### src/hw/tccr_regs.svh
// register offsets, field positions, reset values and sizes of the timer capture channel block
`ifndef TCCR_REGS_SVH
`define TCCR_REGS_SVH

// ****************************************
// base addresses of the two access windows
// ****************************************
`define TCCR_BASE_BLOCKING    16'h0200
`define TCCR_BASE_NONBLOCKING 16'h0300

// ****************************************
// register byte offsets
// ****************************************
`define TCCR_OFF_DIR   8'hc0
`define TCCR_OFF_SYS1  8'hc6
`define TCCR_OFF_EDGE  8'hc9
`define TCCR_OFF_IEN   8'hca
`define TCCR_OFF_SYS2  8'hcb
`define TCCR_OFF_FLAG  8'hcc
`define TCCR_OFF_CH0   8'hce
`define TCCR_OFF_CH1   8'hd0
`define TCCR_OFF_CH2   8'hd2
`define TCCR_OFF_CH3   8'hd4

// ****************************************
// field positions
// ****************************************
`define TCCR_SYS1_FFC_BIT 4
`define TCCR_SYS2_PR_LSB  0
`define TCCR_SYS2_PR_MSB  2

// ****************************************
// reset values and sizes
// ****************************************
`define TCCR_CH_RESET   16'h0000
`define TCCR_BYTE_RESET 8'h00
`define TCCR_NUM_CH     4
`define TCCR_PRESC_W    7

`endif

### src/hw/tccr_pkg.sv
// types shared by the timer capture channel block
package tccr_pkg;

	// edge control encoding, high bit first
	typedef enum logic [1:0] {
		TCCR_EDGE_OFF  = 2'h0,
		TCCR_EDGE_RISE = 2'h1,
		TCCR_EDGE_FALL = 2'h2,
		TCCR_EDGE_BOTH = 2'h3
	} tccr_edge_t;

	typedef logic [15:0] tccr_word_t;
	typedef logic [7:0]  tccr_byte_t;

endpackage : tccr_pkg

### src/hw/tccr_top.sv
// four-channel timer capture/compare registers with prescaler and input capture
`timescale 1ns/100ps
`include "tccr_regs.svh"

module tccr_top
	import tccr_pkg::*;
(
	// clock and reset
	input  wire logic        clock_in,
	input  wire logic        rst_in,
	// byte register port, offsets relative to the selected base
	input  wire logic [7:0]  reg_addr_in,
	input  wire logic        reg_wr_in,
	input  wire logic        reg_rd_in,
	input  wire logic [7:0]  reg_wdata_in,
	output      logic [7:0]  reg_rdata_out,
	// capture pins, asynchronous
	input  wire logic [3:0]  capture_pin_in,
	// channel outputs
	output      logic [3:0]  channel_irq_out,
	output      logic [3:0]  compare_match_out,
	output      logic [15:0] free_running_counter_out
);

	// ****************************************
	// state
	// ****************************************
	tccr_word_t                chan_r [`TCCR_NUM_CH];
	tccr_word_t                chan_nxt [`TCCR_NUM_CH];
	logic [3:0]                direction_select_reg_r, direction_select_reg_nxt;
	logic [3:0]                irq_enable_reg_r, irq_enable_reg_nxt;
	logic [3:0]                channel_flag_reg_r, channel_flag_reg_nxt;
	logic [7:0]                edge_ctrl_r, edge_ctrl_nxt;
	logic                      fast_flag_clear_r, fast_flag_clear_nxt;
	logic [2:0]                prescale_select_r, prescale_select_nxt;
	logic [2:0]                presc_active_r, presc_active_nxt;
	logic [`TCCR_PRESC_W-1:0]  presc_cnt_r, presc_cnt_nxt;
	tccr_word_t                free_running_counter_r, free_running_counter_nxt;
	tccr_byte_t                rd_shadow_r, rd_shadow_nxt;
	tccr_byte_t                wr_shadow_r, wr_shadow_nxt;
	tccr_byte_t                rdata_r, rdata_nxt;
	logic [3:0]                sync1_r, sync2_r, pin_prev_r;

	// ****************************************
	// capture edge detection
	// ****************************************
	logic [3:0] cap_event;
	logic [3:0] cmp_event;
	logic [6:0] presc_mask;
	logic       presc_tick;

	always_ff @(posedge clock_in) begin
		if (rst_in) begin
			sync1_r    <= 4'h0;
			sync2_r    <= 4'h0;
			pin_prev_r <= 4'h0;
		end else begin
			sync1_r    <= capture_pin_in;
			sync2_r    <= sync1_r;
			pin_prev_r <= sync2_r;
		end
	end

	// one detector per channel; only the second sync stage and its delayed copy are compared
	generate
		for (genvar n = 0; n < `TCCR_NUM_CH; n++) begin : g_edge
			logic rise;
			logic fall;
			tccr_edge_t mode;
			assign rise = sync2_r[n] & ~pin_prev_r[n];
			assign fall = ~sync2_r[n] & pin_prev_r[n];
			assign mode = tccr_edge_t'(edge_ctrl_r[2*n+1 -: 2]);
			assign cap_event[n] = ~direction_select_reg_r[n] &
				(((mode == TCCR_EDGE_RISE) & rise) |
				 ((mode == TCCR_EDGE_FALL) & fall) |
				 ((mode == TCCR_EDGE_BOTH) & (rise | fall)));
			assign cmp_event[n] = direction_select_reg_r[n] & presc_tick &
				(free_running_counter_r == chan_r[n]);
		end
	endgenerate

	assign presc_mask = 7'((8'h01 << presc_active_r) - 8'h01);
	assign presc_tick = ((presc_cnt_r & presc_mask) == presc_mask);

	// ****************************************
	// next-state logic
	// ****************************************
	always_comb begin
		logic [3:0] flag_clr;
		logic [1:0] ch_idx;
		logic       ch_hit;
		logic       ch_hi;
		flag_clr                 = 4'h0;
		ch_idx                   = 2'h0;
		ch_hit                   = 1'b0;
		ch_hi                    = 1'b0;
		for (int i = 0; i < `TCCR_NUM_CH; i++) begin
			chan_nxt[i] = chan_r[i];
		end
		direction_select_reg_nxt = direction_select_reg_r;
		irq_enable_reg_nxt       = irq_enable_reg_r;
		edge_ctrl_nxt            = edge_ctrl_r;
		fast_flag_clear_nxt      = fast_flag_clear_r;
		prescale_select_nxt      = prescale_select_r;
		presc_active_nxt         = presc_active_r;
		presc_cnt_nxt            = presc_cnt_r + 7'h01;
		free_running_counter_nxt = free_running_counter_r;
		rd_shadow_nxt            = rd_shadow_r;
		wr_shadow_nxt            = wr_shadow_r;
		rdata_nxt                = rdata_r;

		// channel address decode, two bytes per channel
		for (int i = 0; i < `TCCR_NUM_CH; i++) begin
			if (reg_addr_in[7:1] == 7'((`TCCR_OFF_CH0 + 8'(2 * i)) >> 1)) begin
				ch_hit = 1'b1;
				ch_idx = 2'(i);
			end
		end
		ch_hi = ~reg_addr_in[0];

		// divisor switches only when all stages are zero
		if (presc_cnt_r == 7'h00) begin
			presc_active_nxt = prescale_select_r;
		end
		if (presc_tick) begin
			free_running_counter_nxt = free_running_counter_r + 16'h0001;
		end

		// register reads; data appears one cycle after the strobe
		if (reg_rd_in) begin
			rdata_nxt = `TCCR_BYTE_RESET;
			if (ch_hit) begin
				if (ch_hi) begin
					rdata_nxt     = chan_r[ch_idx][15:8];
					rd_shadow_nxt = chan_r[ch_idx][7:0];
				end else begin
					rdata_nxt = rd_shadow_r;
				end
				// fast clear on upper-byte read of a capture channel
				if (ch_hi & fast_flag_clear_r & ~direction_select_reg_r[ch_idx]) begin
					flag_clr[ch_idx] = 1'b1;
				end
			end else begin
				case (reg_addr_in)
					`TCCR_OFF_DIR:  rdata_nxt = {4'h0, direction_select_reg_r};
					`TCCR_OFF_SYS1: rdata_nxt = 8'(fast_flag_clear_r) << `TCCR_SYS1_FFC_BIT;
					`TCCR_OFF_EDGE: rdata_nxt = edge_ctrl_r;
					`TCCR_OFF_IEN:  rdata_nxt = {4'h0, irq_enable_reg_r};
					`TCCR_OFF_SYS2: rdata_nxt = {5'h00, prescale_select_r};
					`TCCR_OFF_FLAG: rdata_nxt = {4'h0, channel_flag_reg_r};
					default:        rdata_nxt = `TCCR_BYTE_RESET;
				endcase
			end
		end

		// register writes
		if (reg_wr_in) begin
			if (ch_hit) begin
				if (direction_select_reg_r[ch_idx]) begin
					// upper byte held until lower byte completes the word
					if (ch_hi) begin
						wr_shadow_nxt = reg_wdata_in;
					end else begin
						chan_nxt[ch_idx] = {wr_shadow_r, reg_wdata_in};
						if (fast_flag_clear_r) begin
							flag_clr[ch_idx] = 1'b1;
						end
					end
				end
			end else begin
				case (reg_addr_in)
					`TCCR_OFF_DIR:  direction_select_reg_nxt = reg_wdata_in[3:0];
					`TCCR_OFF_SYS1: fast_flag_clear_nxt = reg_wdata_in[`TCCR_SYS1_FFC_BIT];
					`TCCR_OFF_EDGE: edge_ctrl_nxt = reg_wdata_in;
					`TCCR_OFF_IEN:  irq_enable_reg_nxt = reg_wdata_in[3:0];
					`TCCR_OFF_SYS2: prescale_select_nxt = reg_wdata_in[`TCCR_SYS2_PR_MSB:`TCCR_SYS2_PR_LSB];
					`TCCR_OFF_FLAG: flag_clr = flag_clr | reg_wdata_in[3:0];
					default:        flag_clr = flag_clr;
				endcase
			end
		end

		// capture the counter, overriding any write
		for (int i = 0; i < `TCCR_NUM_CH; i++) begin
			if (cap_event[i]) begin
				chan_nxt[i] = free_running_counter_r;
			end
		end

		// set wins over a clear in the same cycle
		channel_flag_reg_nxt = (channel_flag_reg_r & ~flag_clr) | cap_event | cmp_event;
	end

	// ****************************************
	// registers
	// ****************************************
	always_ff @(posedge clock_in) begin
		if (rst_in) begin
			for (int i = 0; i < `TCCR_NUM_CH; i++) begin
				chan_r[i] <= `TCCR_CH_RESET;
			end
			direction_select_reg_r <= 4'h0;
			irq_enable_reg_r       <= 4'h0;
			channel_flag_reg_r     <= 4'h0;
			edge_ctrl_r            <= `TCCR_BYTE_RESET;
			fast_flag_clear_r      <= 1'b0;
			prescale_select_r      <= 3'h0;
			presc_active_r         <= 3'h0;
			presc_cnt_r            <= 7'h00;
			free_running_counter_r <= `TCCR_CH_RESET;
			rd_shadow_r            <= `TCCR_BYTE_RESET;
			wr_shadow_r            <= `TCCR_BYTE_RESET;
			rdata_r                <= `TCCR_BYTE_RESET;
		end else begin
			for (int i = 0; i < `TCCR_NUM_CH; i++) begin
				chan_r[i] <= chan_nxt[i];
			end
			direction_select_reg_r <= direction_select_reg_nxt;
			irq_enable_reg_r       <= irq_enable_reg_nxt;
			channel_flag_reg_r     <= channel_flag_reg_nxt;
			edge_ctrl_r            <= edge_ctrl_nxt;
			fast_flag_clear_r      <= fast_flag_clear_nxt;
			prescale_select_r      <= prescale_select_nxt;
			presc_active_r         <= presc_active_nxt;
			presc_cnt_r            <= presc_cnt_nxt;
			free_running_counter_r <= free_running_counter_nxt;
			rd_shadow_r            <= rd_shadow_nxt;
			wr_shadow_r            <= wr_shadow_nxt;
			rdata_r                <= rdata_nxt;
		end
	end

	// ****************************************
	// outputs
	// ****************************************
	// request gated by enable
	assign channel_irq_out          = channel_flag_reg_r & irq_enable_reg_r;
	assign compare_match_out        = cmp_event;
	assign reg_rdata_out            = rdata_r;
	assign free_running_counter_out = free_running_counter_r;

endmodule : tccr_top

### config.mk
export PLATFORM = sky130hd
export DESIGN_NAME = tccr_top
export DESIGN_NICKNAME = d
export VERILOG_FILES = /design/src/hw/tccr_pkg.sv /design/src/hw/tccr_top.sv
export VERILOG_INCLUDE_DIRS = /design/src /design/src/hw
export SDC_FILE = /design/constraint.sdc
export NUM_CORES = 1
export LEC_CHECK = 0
export ABC_AREA = 1
export BUFFER_PORTS_ARGS = -buffer_cell sky130_fd_sc_hd__buf_2
export CAP_MARGIN = 20
export CELL_PAD_IN_SITES_DETAIL_PLACEMENT = 0
export CELL_PAD_IN_SITES_GLOBAL_PLACEMENT = 1
export CORE_MARGIN = 2
export CORE_UTILIZATION = 44
export DETAILED_ROUTE_END_ITERATION = 8
export GPL_TIMING_DRIVEN = 0
export MAX_ROUTING_LAYER = met4
export PLACE_DENSITY = 0.85
export REMOVE_ABC_BUFFERS = 1
export SYNTH_ARGS = -nofsm -noshare
export SYNTH_HDL_FRONTEND = slang
export SYNTH_SLANG_ARGS = --single-unit
### constraint.sdc
create_clock -name clock_in -period 2.3 [get_ports clock_in]
set_clock_uncertainty 0.1 [all_clocks]
set_input_delay 0 -clock clock_in [delete_from_list [all_inputs] [get_ports clock_in]]
set_output_delay 0 -clock clock_in [all_outputs]
set_load 0.05 [all_outputs]
==> flow_metrics.tcl <==
set metrics [dict create \
    core_area_mm2 0.0196 \
    start_util_pct 45.0 \
    cts_buffer_depth 2 \
    r2r_cells 12 \
    pre_cts_slack_ps -1040 \
    die_w_um 146 \
    dp_hpwl_mm 21.7 \
    layout_common_cells "nand2_1, nor2_1, dfxtp_1" \
    ys_ff_latch 150 \
    violations "negative setup slack" \
    hold_viol 0 \
    avgSynthCellArea_um2 6.43 \
    vdd_drop_max_mv 0.442 \
    globalplace.congestion 0.997 \
    setup_slack_ps -230 \
    wl_per_cell_um 19.4 \
    rrSetupSlack_ps -110 \
    period_needed_ps 2530 \
    nNetsFinal 1452 \
    leakage_nw 4.11 \
    clock-sinks 150 \
    drv_cap 0 \
    yosys.cell_types.count 43 \
    area_growth_pct 17.5 \
    insertion_delay_ps 440 \
    totalWireLength_mm 32.8 \
    grt_overflow 0 \
    setup.worst_path.class "reg2out" \
    tightestPinTransition_ps 899 \
    setup_viol 7 \
    drv_slew 0 \
    firstDrtPassIters 7 \
    nFillCells 1994 \
    grt_pass1_vias 8407 \
    status "complete, but fails checks" \
    htreeDepth 4 \
    ant_nets 0 \
    ios 56 \
    synth_cells 1370 \
    root_buffer "clkbuf_16" \
    vias 9438 \
    vias_per_cell 5.57 \
    critPathLaunchType "register" \
    slew_headroom_pct 40.0 \
    min_path_type "in2reg" \
    yosys_warnings 0 \
    cts_tree "yes" \
    num_rows 51 \
    finalCritPeriodShare_pct 110 \
    grt_max_degree 70 \
    synth_flop_cell "dfxtp_1" \
    io_buffers 55 \
    fmax_mhz 395 \
    final_common_cell "nand2_1" \
    tns_ps -878 \
    drt_iter0_drc 1038 \
    design_area_mm2 0.0104 \
    endpoint "compare_match_out[3]" \
    r2r-start "presc_active_r[0]$_SDFFE_PP0N_" \
    clk_pin_slew_worst_paths_ps 70 \
    cp-end-kind "output port" \
    power.density_mw_per_mm2 597 \
    required_ps 2200 \
    synth_area_mm2 0.00881 \
    rr_endpoint "channel_flag_reg_r[3]$_SDFF_PP0_" \
    grt_pass1_wl_mm 48.9 \
    arrival_ps 2430 \
    rsz0062_at_grt "true" \
    cts_buffers 17 \
    grt_usage_pct 31.0 \
    postPlaceCellArea_mm2 0.00912 \
    ys_seq_area_share_pct 34.1 \
    diodes 0 \
    antenna_found_initial 0 \
    fp.dieH_um 146 \
    die_area_mm2 0.0212 \
    drc 0 \
    startpoint "presc_active_r[0]$_SDFFE_PP0N_" \
    path_max_fanout 5 \
    holdPathStages 3 \
    synthArstFlopShare_pct 0 \
    drive_above_1_share_pct 14.6 \
    synth-edff-count 0 \
    worst_hold_slack_ps 41.4 \
]
cell type report:
class                   instances  area (µm²)  share of cell area (%)
clock buffers                  18         429                    4.15
clock inverters                14         119                    1.15
inverters                     140         554                    5.35
multi-input cells            1010        5180                    50.1
flip-flops and latches        150        3030                    29.3
well taps                     265         332                    3.20
repair buffers                 94         687                    6.64
repair inverters                3        20.0                   0.193
sequential cells by signal, summed over array words and instances, names as in the netlist:
name / flops
fast_flag_clear_r: 1
presc_cnt_r: 7
presc_active_r: 3
edge_ctrl_r: 8
chan_r: 64
free_running_counter_out: 16
reg_rdata_out: 8
rd_shadow_r: 8
wr_shadow_r: 8
direction_select_reg_r: 4
irq_enable_reg_r: 4
channel_flag_reg_r: 4
pin_prev_r: 4
prescale_select_r: 3
sync2_r: 4
sync1_r: 4
Yosys cell counts (all sizes together) (10+ instances only):
| cell type | instances | share of area (%) |
|---|---|---|
| a21oi | 112 | 6.4 |
| buf | 23 | 1.7 |
| clkbuf | 49 | 2.1 |
| dfxtp | 150 | 34 |
| ha | 12 | 1.7 |
| inv | 133 | 5.7 |
| nand2 | 273 | 12 |
| nand3 | 86 | 5.4 |
| nand4 | 18 | 1.3 |
| nor2 | 232 | 10 |
| nor3 | 50 | 3.3 |
| o21ai | 140 | 8.0 |
| o22ai | 10 | 0.71 |
| xnor2 | 11 | 1.1 |
| xor2 | 27 | 2.7 |
layer usage:
metal,GRT usage (%),up-vias,routed length (µm)
li1,-,4575,-
met1,41.4,4318,14000
met2,45.7,457,14700
met3,6.36,88,2840
met4,12.6,0,1260
met5,-,-,0
worst min-delay path by stage:
| stage | end | startpoint | slack (ps) |
|---|---|---|---|
| final | reg_rdata_out[6]$_SDFFE_PP0P_ | reg_addr_in[0] | 40 |
| after global routing | reg_rdata_out[6]$_SDFFE_PP0P_ | reg_addr_in[0] | 70 |
| after CTS | reg_rdata_out[5]$_SDFFE_PP0P_ | reg_addr_in[1] | 20 |
| after global placement | sync1_r[3]$_SDFF_PP0_ | capture_pin_in[3] | 100 |
| after floorplan | presc_cnt_r[0]$_SDFF_PP0_ | rst_in | -30 |
| after detailed placement | sync1_r[1]$_SDFF_PP0_ | capture_pin_in[1] | 110 |
per-stage QoR:
| step | std cells | utilization, % | power (mW) |
|---|---|---|---|
| finish | 1694 | 52.8 | 6.18 |
| global route | 1694 | 52.8 | 6.36 |
| CTS | 1679 | 51.6 | 6.11 |
| detailed placement | 1619 | 46.5 | 3.33 |
| global placement | 1618 | 46.4 | 3.33 |
| floorplan | 1298 | - | 3.10 |
power by group:
group          switching (mW)  internal (mW)
registers              0.0460           2.63
clock network            1.29           1.41
logic                   0.534          0.259
total                    1.87           4.31
repair_timing:
item | in CTS | in global routing
gates resized for setup | 62 | 32
pin swaps | 10 | 10
endpoints found under the setup margin | 95 | 80
hold endpoints to repair | 54 | 0
setup buffers | 11 | 11
hold buffers | 16 | 0
cloned | 1 | 4
logic make-up after synthesis:
kind of cell | share of synthesized area, %
AOI/OAI and AO/OA | 17.4
xor gates and xnor gates | 3.78
adders and majority gates | 1.70
buffers and inverters | 9.73
DFF | 34.1
and+or+nand+nor | 33.3
worst max-delay path, cell delays in order, from the launching register on:
cell and delay (ps):
dfxtp_4 370, nor2_4 120, nand2_2 80, ha_4 270, o21ai_2 40, a21oi_1 110, nand2_1 100, nor2_4 170
clkinvlp_4 170, buf_6 170, buf_6 130, nor2_4 90, buf_8 150
Note: power is estimated with default switching activity, not from simulation.
